[config.mk]
export PLATFORM = sky130hd
export DESIGN_NAME = spsel_core
export DESIGN_NICKNAME = d
export VERILOG_FILES = /design/src/core/spsel_pkg.sv /design/src/core/spsel_sync_if.sv /design/src/core/spsel_core.sv /design/src/core/spsel_sync.sv
export SDC_FILE = /design/constraint.sdc
export NUM_CORES = 1
export LEC_CHECK = 0
export BUFFER_PORTS_ARGS = -buffer_cell sky130_fd_sc_hd__clkbuf_2
export CAP_MARGIN = 20
export CORE_ASPECT_RATIO = 0.6
export CORE_UTILIZATION = 60
export CTS_BUF_LIST = sky130_fd_sc_hd__clkbuf_4 sky130_fd_sc_hd__clkbuf_8
export CTS_CLUSTER_DIAMETER = 100
export DETAILED_ROUTE_END_ITERATION = 10
export PLACE_DENSITY = 0.93
export RECOVER_POWER = 100
export SYNTH_ARGS = -nofsm -noshare
export SYNTH_HDL_FRONTEND = slang
export SYNTH_HIERARCHICAL = 1
export SYNTH_SLANG_ARGS = --single-unit
[constraint.sdc]
create_clock -name clock -period 2.9 [get_ports clock]
set_input_delay 0 -clock clock [delete_from_list [all_inputs] [get_ports clock]]
set_output_delay 0 -clock clock [all_outputs]
set_load 0.02 [all_outputs]
[src/core/spsel_pkg.sv]
package spsel_pkg;

  // register indexes on the plain register port
  localparam logic [3:0] REG_CTRL   = 4'h0;
  localparam logic [3:0] REG_DATA   = 4'h1;
  localparam logic [3:0] REG_STATUS = 4'h2;
  localparam logic [3:0] REG_MASK   = 4'h3;

  // control register fields
  localparam int CTRL_PORT_EN   = 0;
  localparam int CTRL_MASTER_EN = 1;
  localparam int CTRL_MODE_LO   = 2;
  localparam int CTRL_MODE_HI   = 3;

  // status and mask register fields
  localparam int ST_DONE    = 0;
  localparam int ST_FAULT   = 1;
  localparam int ST_COLL    = 2;
  localparam int ST_OVERRUN = 3;
  localparam int ST_BUSY    = 4;

  // reset values
  localparam logic [1:0] MODE_RESET   = 2'h1;
  localparam logic [7:0] DATA_RESET   = 8'h00;
  localparam logic [3:0] FLAGS_RESET  = 4'h0;
  localparam logic [3:0] MASK_RESET   = 4'h0;

  // select-mode encodings
  typedef enum logic [1:0] {
    SEL_THREE_WIRE = 2'b00,
    SEL_FOUR_IN    = 2'b01,
    SEL_OUT_LOW    = 2'b10,
    SEL_OUT_HIGH   = 2'b11
  } spsel_mode_t;

  // synchroniser lanes
  localparam int SYNC_LANES = 4;
  localparam int SYNC_SCK   = 0;
  localparam int SYNC_NSS   = 1;
  localparam int SYNC_MOSI  = 2;
  localparam int SYNC_MISO  = 3;

  // timing
  localparam int          CLK_NS       = 50;
  localparam int          SCK_HALF_NS  = 200;
  localparam logic [3:0]  SCK_HALF_CYC = 4'((SCK_HALF_NS + CLK_NS - 1) / CLK_NS);
  localparam logic [3:0]  BITS_PER_BYTE = 4'h8;

endpackage

[src/core/spsel_sync_if.sv]
`timescale 1ns/100ps
interface spsel_sync_if;
  logic [spsel_pkg::SYNC_LANES-1:0] raw;
  logic [spsel_pkg::SYNC_LANES-1:0] level;
  logic [spsel_pkg::SYNC_LANES-1:0] rise;
  logic [spsel_pkg::SYNC_LANES-1:0] fall;

  modport sync (input raw, output level, output rise, output fall);
  modport core (output raw, input level, input rise, input fall);
endinterface
[src/core/spsel_core.sv]
// The implementer's own choices: the register offsets and strobed register access.
`timescale 1ns/100ps
module spsel_core (
  // clock and reset
  input  wire logic       clock,
  input  wire logic       rst_n,
  // register port
  input  wire logic [3:0] reg_addr,
  input  wire logic [7:0] reg_wdata,
  input  wire logic       reg_write,
  input  wire logic       reg_read,
  output logic      [7:0] reg_rdata,
  // interrupt
  output logic            irq,
  // serial clock pin
  input  wire logic       sck_in,
  output logic            sck_out,
  output logic            sck_oe,
  // master out slave in pin
  input  wire logic       mosi_in,
  output logic            mosi_out,
  output logic            mosi_oe,
  // master in slave out pin
  input  wire logic       miso_in,
  output logic            miso_out,
  output logic            miso_oe,
  // select pin
  input  wire logic       nss_in,
  output logic            nss_out,
  output logic            nss_oe,
  output logic            nss_pin_mapped
);

  spsel_sync_if pins ();

  // control state
  logic                   port_enable_bit;
  logic                   master_enable_bit;
  spsel_pkg::spsel_mode_t select_mode_field;

  // data path state
  logic [7:0]             shift_reg;
  logic [7:0]             tx_buf;
  logic                   tx_full;
  logic [7:0]             rx_buf;
  logic                   rx_full;
  logic [3:0]             bit_cnt;
  logic                   sample_bit;

  // master clock generator
  logic                   m_busy;
  logic [3:0]             half_cnt;
  logic                   sck_level;

  // flags and mask
  logic                   transfer_done_flag;
  logic                   mode_fault_flag;
  logic                   write_coll_flag;
  logic                   overrun_flag;
  logic [3:0]             irq_mask;

  // combinational terms
  logic                   is_master;
  logic                   slave_selected;
  logic                   m_tick;
  logic                   m_rise;
  logic                   m_fall;
  logic                   rise_ev;
  logic                   fall_ev;
  logic                   data_in;
  logic                   idle;
  logic                   load_sr;
  logic                   byte_done;
  logic                   fault_ev;
  logic                   nss_fall_4w;
  logic                   wr_ctrl;
  logic                   wr_data;
  logic                   wr_status;
  logic                   wr_mask;
  logic                   rd_data;
  logic [3:0]             flag_vec;

  function automatic logic reg_hit(input logic [3:0] addr, input logic [3:0] idx);
    reg_hit = (addr == idx);
  endfunction

  spsel_sync u_sync (
    .clock (clock),
    .rst_n (rst_n),
    .lanes (pins.sync)
  );

  assign pins.raw[spsel_pkg::SYNC_SCK]  = sck_in;
  assign pins.raw[spsel_pkg::SYNC_NSS]  = nss_in;
  assign pins.raw[spsel_pkg::SYNC_MOSI] = mosi_in;
  assign pins.raw[spsel_pkg::SYNC_MISO] = miso_in;

  assign wr_ctrl   = reg_write & reg_hit(reg_addr, spsel_pkg::REG_CTRL);
  assign wr_data   = reg_write & reg_hit(reg_addr, spsel_pkg::REG_DATA);
  assign wr_status = reg_write & reg_hit(reg_addr, spsel_pkg::REG_STATUS);
  assign wr_mask   = reg_write & reg_hit(reg_addr, spsel_pkg::REG_MASK);
  assign rd_data   = reg_read & reg_hit(reg_addr, spsel_pkg::REG_DATA);

  // master_enable_bit alone does nothing while the port is off
  assign is_master = port_enable_bit & master_enable_bit;

  // 4-wire slave selected while select input is low
  // mode 1x as slave is a misuse; it is treated as selected
  always_comb begin
    unique case (select_mode_field)
      spsel_pkg::SEL_FOUR_IN: slave_selected = ~pins.level[spsel_pkg::SYNC_NSS];
      default:                slave_selected = 1'b1;
    endcase
  end

  assign nss_fall_4w = port_enable_bit & (select_mode_field == spsel_pkg::SEL_FOUR_IN)
                       & pins.fall[spsel_pkg::SYNC_NSS];

  // another master pulling select low takes the bus from us
  assign fault_ev = nss_fall_4w & master_enable_bit;

  assign m_tick = m_busy & (half_cnt == spsel_pkg::SCK_HALF_CYC - 4'h1);
  assign m_rise = m_tick & ~sck_level;
  assign m_fall = m_tick & sck_level;

  // synchronised slave edges lag the pin by two to three clocks
  // deselected slave sees no edges
  assign rise_ev = is_master ? m_rise
                 : (port_enable_bit & slave_selected & pins.rise[spsel_pkg::SYNC_SCK]);
  assign fall_ev = is_master ? m_fall
                 : (port_enable_bit & slave_selected & pins.fall[spsel_pkg::SYNC_SCK]);

  // the master samples synchronised MISO; a four-clock half period covers the lag
  assign data_in   = is_master ? pins.level[spsel_pkg::SYNC_MISO] : pins.level[spsel_pkg::SYNC_MOSI];
  assign idle      = is_master ? ~m_busy : (bit_cnt == 4'h0);
  assign load_sr   = port_enable_bit & tx_full & idle & ~fault_ev;
  assign byte_done = fall_ev & (bit_cnt == spsel_pkg::BITS_PER_BYTE);

  // control register; a fault in the same cycle wins over a write
  always_ff @(posedge clock or negedge rst_n) begin
    if (!rst_n) begin
      port_enable_bit   <= 1'b0;
      master_enable_bit <= 1'b0;
      select_mode_field <= spsel_pkg::spsel_mode_t'(spsel_pkg::MODE_RESET);
    end else begin
      if (wr_ctrl) begin
        port_enable_bit   <= reg_wdata[spsel_pkg::CTRL_PORT_EN];
        master_enable_bit <= reg_wdata[spsel_pkg::CTRL_MASTER_EN];
        select_mode_field <= spsel_pkg::spsel_mode_t'(reg_wdata[spsel_pkg::CTRL_MODE_HI:spsel_pkg::CTRL_MODE_LO]);
      end
      // fault turns the port off until software re-enables it
      if (fault_ev) begin
        port_enable_bit   <= 1'b0;
        master_enable_bit <= 1'b0;
      end
    end
  end

  // transmit buffer; a write while it is still full is dropped
  // the collision flag below tells software that its byte was lost
  always_ff @(posedge clock or negedge rst_n) begin
    if (!rst_n) begin
      tx_buf  <= spsel_pkg::DATA_RESET;
      tx_full <= 1'b0;
    end else begin
      if (wr_data && !tx_full) begin
        tx_buf  <= reg_wdata;
        tx_full <= 1'b1;
      end else if (load_sr) begin
        tx_full <= 1'b0;
      end
    end
  end

  // master clock generator, idle low
  // a fault stops the clock at once; the partial byte is dropped
  // only the master makes SCK
  always_ff @(posedge clock or negedge rst_n) begin
    if (!rst_n) begin
      m_busy    <= 1'b0;
      half_cnt  <= 4'h0;
      sck_level <= 1'b0;
    end else if (!is_master || fault_ev) begin
      m_busy    <= 1'b0;
      half_cnt  <= 4'h0;
      sck_level <= 1'b0;
    end else if (load_sr) begin
      m_busy   <= 1'b1;
      half_cnt <= 4'h0;
    end else if (m_busy) begin
      if (m_tick) begin
        half_cnt  <= 4'h0;
        sck_level <= ~sck_level;
        if (m_fall && bit_cnt == spsel_pkg::BITS_PER_BYTE) begin
          m_busy <= 1'b0;
        end
      end else begin
        half_cnt <= half_cnt + 4'h1;
      end
    end
  end

  // shift register and bit counter: sample on rising, shift on falling
  always_ff @(posedge clock or negedge rst_n) begin
    if (!rst_n) begin
      shift_reg  <= spsel_pkg::DATA_RESET;
      bit_cnt    <= 4'h0;
      sample_bit <= 1'b0;
    end else if (!port_enable_bit) begin
      // disabling is the only way to realign a 3-wire slave
      bit_cnt <= 4'h0;
    end else if (nss_fall_4w && !master_enable_bit) begin
      // select falling edge realigns the slave
      bit_cnt <= 4'h0;
    end else if (load_sr) begin
      shift_reg <= tx_buf;
      // a slave edge landing in the loading cycle is still counted;
      // a master starts its byte from zero whatever a slave left behind
      if (rise_ev) begin
        sample_bit <= data_in;
        bit_cnt    <= bit_cnt + 4'h1;
      end else begin
        bit_cnt    <= 4'h0;
      end
    end else if (rise_ev) begin
      sample_bit <= data_in;
      bit_cnt    <= bit_cnt + 4'h1;
    end else if (fall_ev) begin
      // top bit leaves first, new bit enters at the bottom
      shift_reg <= {shift_reg[6:0], sample_bit};
      if (bit_cnt == spsel_pkg::BITS_PER_BYTE) begin
        bit_cnt <= 4'h0;
      end
    end
  end

  // receive buffer; a slave keeps an unread byte and loses the new one, a master overwrites it
  always_ff @(posedge clock or negedge rst_n) begin
    if (!rst_n) begin
      rx_buf  <= spsel_pkg::DATA_RESET;
      rx_full <= 1'b0;
    end else begin
      // completed byte copied into the receive buffer
      if (byte_done && !(rx_full && !is_master)) begin
        rx_buf  <= {shift_reg[6:0], sample_bit};
        rx_full <= 1'b1;
      end else if (rd_data) begin
        rx_full <= 1'b0;
      end
    end
  end

  // sticky flags: a set in the clearing cycle wins
  always_ff @(posedge clock or negedge rst_n) begin
    if (!rst_n) begin
      transfer_done_flag <= 1'b0;
      mode_fault_flag    <= 1'b0;
      write_coll_flag    <= 1'b0;
      overrun_flag       <= 1'b0;
    end else begin
      // done flag at the end of each byte
      transfer_done_flag <= (transfer_done_flag & ~(wr_status & reg_wdata[spsel_pkg::ST_DONE]))
                            | byte_done;
      mode_fault_flag    <= (mode_fault_flag & ~(wr_status & reg_wdata[spsel_pkg::ST_FAULT]))
                            | fault_ev;
      write_coll_flag    <= (write_coll_flag & ~(wr_status & reg_wdata[spsel_pkg::ST_COLL]))
                            | (wr_data & tx_full);
      overrun_flag       <= (overrun_flag & ~(wr_status & reg_wdata[spsel_pkg::ST_OVERRUN]))
                            | (byte_done & rx_full & ~is_master);
    end
  end

  always_ff @(posedge clock or negedge rst_n) begin
    if (!rst_n) begin
      irq_mask <= spsel_pkg::MASK_RESET;
    end else if (wr_mask) begin
      irq_mask <= reg_wdata[3:0];
    end
  end

  assign flag_vec = {overrun_flag, write_coll_flag, mode_fault_flag, transfer_done_flag};
  // level output: high until software clears the flag or masks it
  assign irq      = |(flag_vec & irq_mask);

  // read data stand for one cycle after the strobe
  // zero outside the answer cycle, so an or-ed read bus stays clean
  always_ff @(posedge clock or negedge rst_n) begin
    if (!rst_n) begin
      reg_rdata <= spsel_pkg::DATA_RESET;
    end else if (reg_read) begin
      unique case (reg_addr)
        spsel_pkg::REG_CTRL:   reg_rdata <= {4'h0, select_mode_field, master_enable_bit, port_enable_bit};
        spsel_pkg::REG_DATA:   reg_rdata <= rx_buf;
        spsel_pkg::REG_STATUS: reg_rdata <= {3'h0, ~idle | tx_full, flag_vec};
        spsel_pkg::REG_MASK:   reg_rdata <= {4'h0, irq_mask};
        default:               reg_rdata <= 8'h00;
      endcase
    end else begin
      reg_rdata <= 8'h00;
    end
  end

  assign sck_out  = sck_level;
  assign sck_oe   = is_master;

  // master drives MOSI from the top bit
  assign mosi_out = shift_reg[7];
  assign mosi_oe  = is_master;

  // MISO driven by a selected slave only
  assign miso_out = shift_reg[7];
  assign miso_oe  = port_enable_bit & ~master_enable_bit & slave_selected;

  // select as an output in mode 1x
  assign nss_out  = select_mode_field[0];
  assign nss_oe   = select_mode_field[1];

  assign nss_pin_mapped = (select_mode_field != spsel_pkg::SEL_THREE_WIRE);

endmodule

[src/core/spsel_sync.sv]
`timescale 1ns/100ps
module spsel_sync (
  // clock and reset
  input wire logic clock,
  input wire logic rst_n,
  // pin lanes
  spsel_sync_if.sync lanes
);

  logic [spsel_pkg::SYNC_LANES-1:0] stage1;
  logic [spsel_pkg::SYNC_LANES-1:0] stage2;
  logic [spsel_pkg::SYNC_LANES-1:0] stage3;

  genvar g;
  generate
    for (g = 0; g < spsel_pkg::SYNC_LANES; g++) begin : g_lane
      // stage1 is read by stage2 only
      always_ff @(posedge clock or negedge rst_n) begin
        if (!rst_n) begin
          stage1[g] <= 1'b0;
          stage2[g] <= 1'b0;
          stage3[g] <= 1'b0;
        end else begin
          stage1[g] <= lanes.raw[g];
          stage2[g] <= stage1[g];
          stage3[g] <= stage2[g];
        end
      end
      assign lanes.level[g] = stage2[g];
      assign lanes.rise[g]  = stage2[g] & ~stage3[g];
      assign lanes.fall[g]  = ~stage2[g] & stage3[g];
    end
  endgenerate

endmodule

==> flow_summary_export.csv <==
group,metric,value,unit
outcome,status,"finished clean",
clock_network,cts_root_buf,"clkbuf_8",
drt,route.detailed.drc,0,
floorplan,rows,19,
clock_network,clock-sinks,67,
power_and_ir_drop,powerDensity,730,mW/mm^2
synthesis,syn_avg_cell_area,13.0,sq um
floorplan,die_area,0.00532,sq mm
grt,grt_pass1_wl,10.1,mm
grt,grt_max_degree,25,
critical_path,crit_arrival,2600,ps
timing,worst_pin_slew,1190,ps
timing,drv_slew,0,
clock_network,htreeDepth,3,
timing,fin_ws,529,ps
timing,setup_viol_count_final,0,
synthesis,synthesis.area,0.00301,sq mm
drt,first_pass_iters,4,
critical_path,r2r_start,"port_enable_bit$_DFFE_PN0P_",
final_layout,fin_nets,310,
synthesis,synthCells,231,
clock_network,cts_buffer_depth,2,
final_layout,antenna_cells,0,
timing,whs,11.5,ps
floorplan,io_pins,38,
drt,via_per_inst,5.85,
final_layout,postLayoutCellArea,0.00353,sq mm
clock_network,insertion_delay,350,ps
place,dp.cells,325,
drt,ant_nets,0,
final_layout,syn_to_final_growth,17.1,%
timing,relSlewSlack,0.206,
drt,wire_per_inst,17.6,um
place,place_area,0.00323,sq mm
synthesis,syn_nets,254,
critical_path,path_common_cell,"nand2_1",
drt,initialDrtViolationCount,157,
floorplan,die_x,93.5,um
clock_network,cts_tree,"yes",
critical_path,cpMaxStageDelayCell,"dfrtp_1",
timing,clock_skew,6.90,ps
clock_network,cts.repair.resized,0,
critical_path,cp.depth,6,
critical_path,path_class,"register to register",
critical_path,crit_end,"shift_reg[3]$_DFFE_PN0P_",
critical_path,cp_slowest_stage_delay,620,ps
critical_path,r2r_cells,6,
floorplan,start_util,0.640,
min_path,hp-start,"reg_addr[2]",
critical_path,critPathLaunchType,"register",
timing,period_minus_slack,2370,ps
critical_path,worst-path-buf-inv,1,
floorplan,die_h,56.9,um
grt,grt_overflow,0,
synthesis,ys_warn_count,6,
clock_network,clk_pin_slew_worst_paths,70,ps
timing,rsz0062_at_grt,"no",
floorplan,core,0.00471,sq mm
final_layout,fin_cells,355,
drt,vias,2078,
critical_path,required,3130,ps
power_and_ir_drop,leakagePower,1.60,nW
clock_network,cts_made_buffers,9,
place,dp_worst_setup_slack,796,ps
timing,hold_viol_final,0,
critical_path,crit_fanout,13,
grt,grt_usage,0.271,
min_path,hold_path_class,"input port to register",
critical_path,crit_path_cell_trace,"nand2_1 -> inv_1 -> nand3_1 -> a221oi_1 -> nand2_1 -> o221a_1",
place,gp_congestion,0.884,
grt,grt_pass1_vias,2031,
grt,antenna_found_initial,0,
place,io_buffers,37,
timing,setup_tns,0,ps
timing,period_share,0.818,
final_layout,mostFrequentLayoutCell,"dfrtp_1",
place,dpl.hpwl,4.46,mm
final_layout,layout-drive-gt1-share,0.260,
critical_path,r2r-end,"shift_reg[3]$_DFFE_PN0P_",
critical_path,critPathLaunch,"port_enable_bit$_DFFE_PN0P_",
critical_path,cpLargestDelayFamily,"compound AO/OA/AOI/OAI gates",
drt,routed_wl,6.25,mm
power_and_ir_drop,max-vdd-ir-drop,0.000608,V
timing,max_clock_freq,422,MHz
critical_path,r2r_setup_slack,530,ps
final_layout,final_util,0.750,
run,max_cap_violations,0,
power_and_ir_drop,power,2.58,mW
critical_path,cp-end-kind,"register",
final_layout,final_cell_mix,"66 x dfrtp_1, 22 x mux2_2, 21 x clkbuf_1",
==> power breakdown <==
| group | internal [mW] | switching, mW | total, mW |
|---|---|---|---|
| Sequential | 1.10 | 0.167 | 1.26 |
| Combinational | 0.245 | 0.261 | 0.505 |
| Clock | 0.464 | 0.342 | 0.806 |
| Total | 1.81 | 0.770 | 2.58 |
==> worst min path at each step <==
stage | to | slack [ps] | cells after the start
after CTS | write_coll_flag$_DFF_PN0_ | 0.3 | 5
after detailed placement | u_sync/lanes.level[1]$_DFF_PN0_ | 20 | 1
final | write_coll_flag$_DFF_PN0_ | 10 | 5
after floorplan | bit_cnt[0]$_DFFE_PN0P_ | -300 | 0
after global routing | write_coll_flag$_DFF_PN0_ | 40 | 5
after global placement | half_cnt[2]$_DFFE_PN0P_ | 10 | 1
==> worst min-delay path, cell delays in order <==
cell and delay, ps:
clkbuf_2 90, nor4b_1 60, nand2_1 60, nand2_1 40, o21ai_0 60
==> cell type report <==
type,instances,area (sq um)
sequential,67,1680
multi-input combinational,151,1230
fill,329,1180
timing repair buffer,53,312
clock buffer,12,165
tap,63,78.8
clock inverter,4,47.5
inverter,5,18.8
==> metal layers <==
layer,GRT usage,share of wire
met5,0,0
met2,0.402,0.44
met4,0.0945,0.013
met3,0.104,0.094
met1,0.366,0.45
==> what timing repair did <==
action	in CTS	in global routing
setup buffers	0	0
hold buffers	14	0
hold endpoints to repair	45	0
No activity file was read; power rests on OpenSTA's default activity.
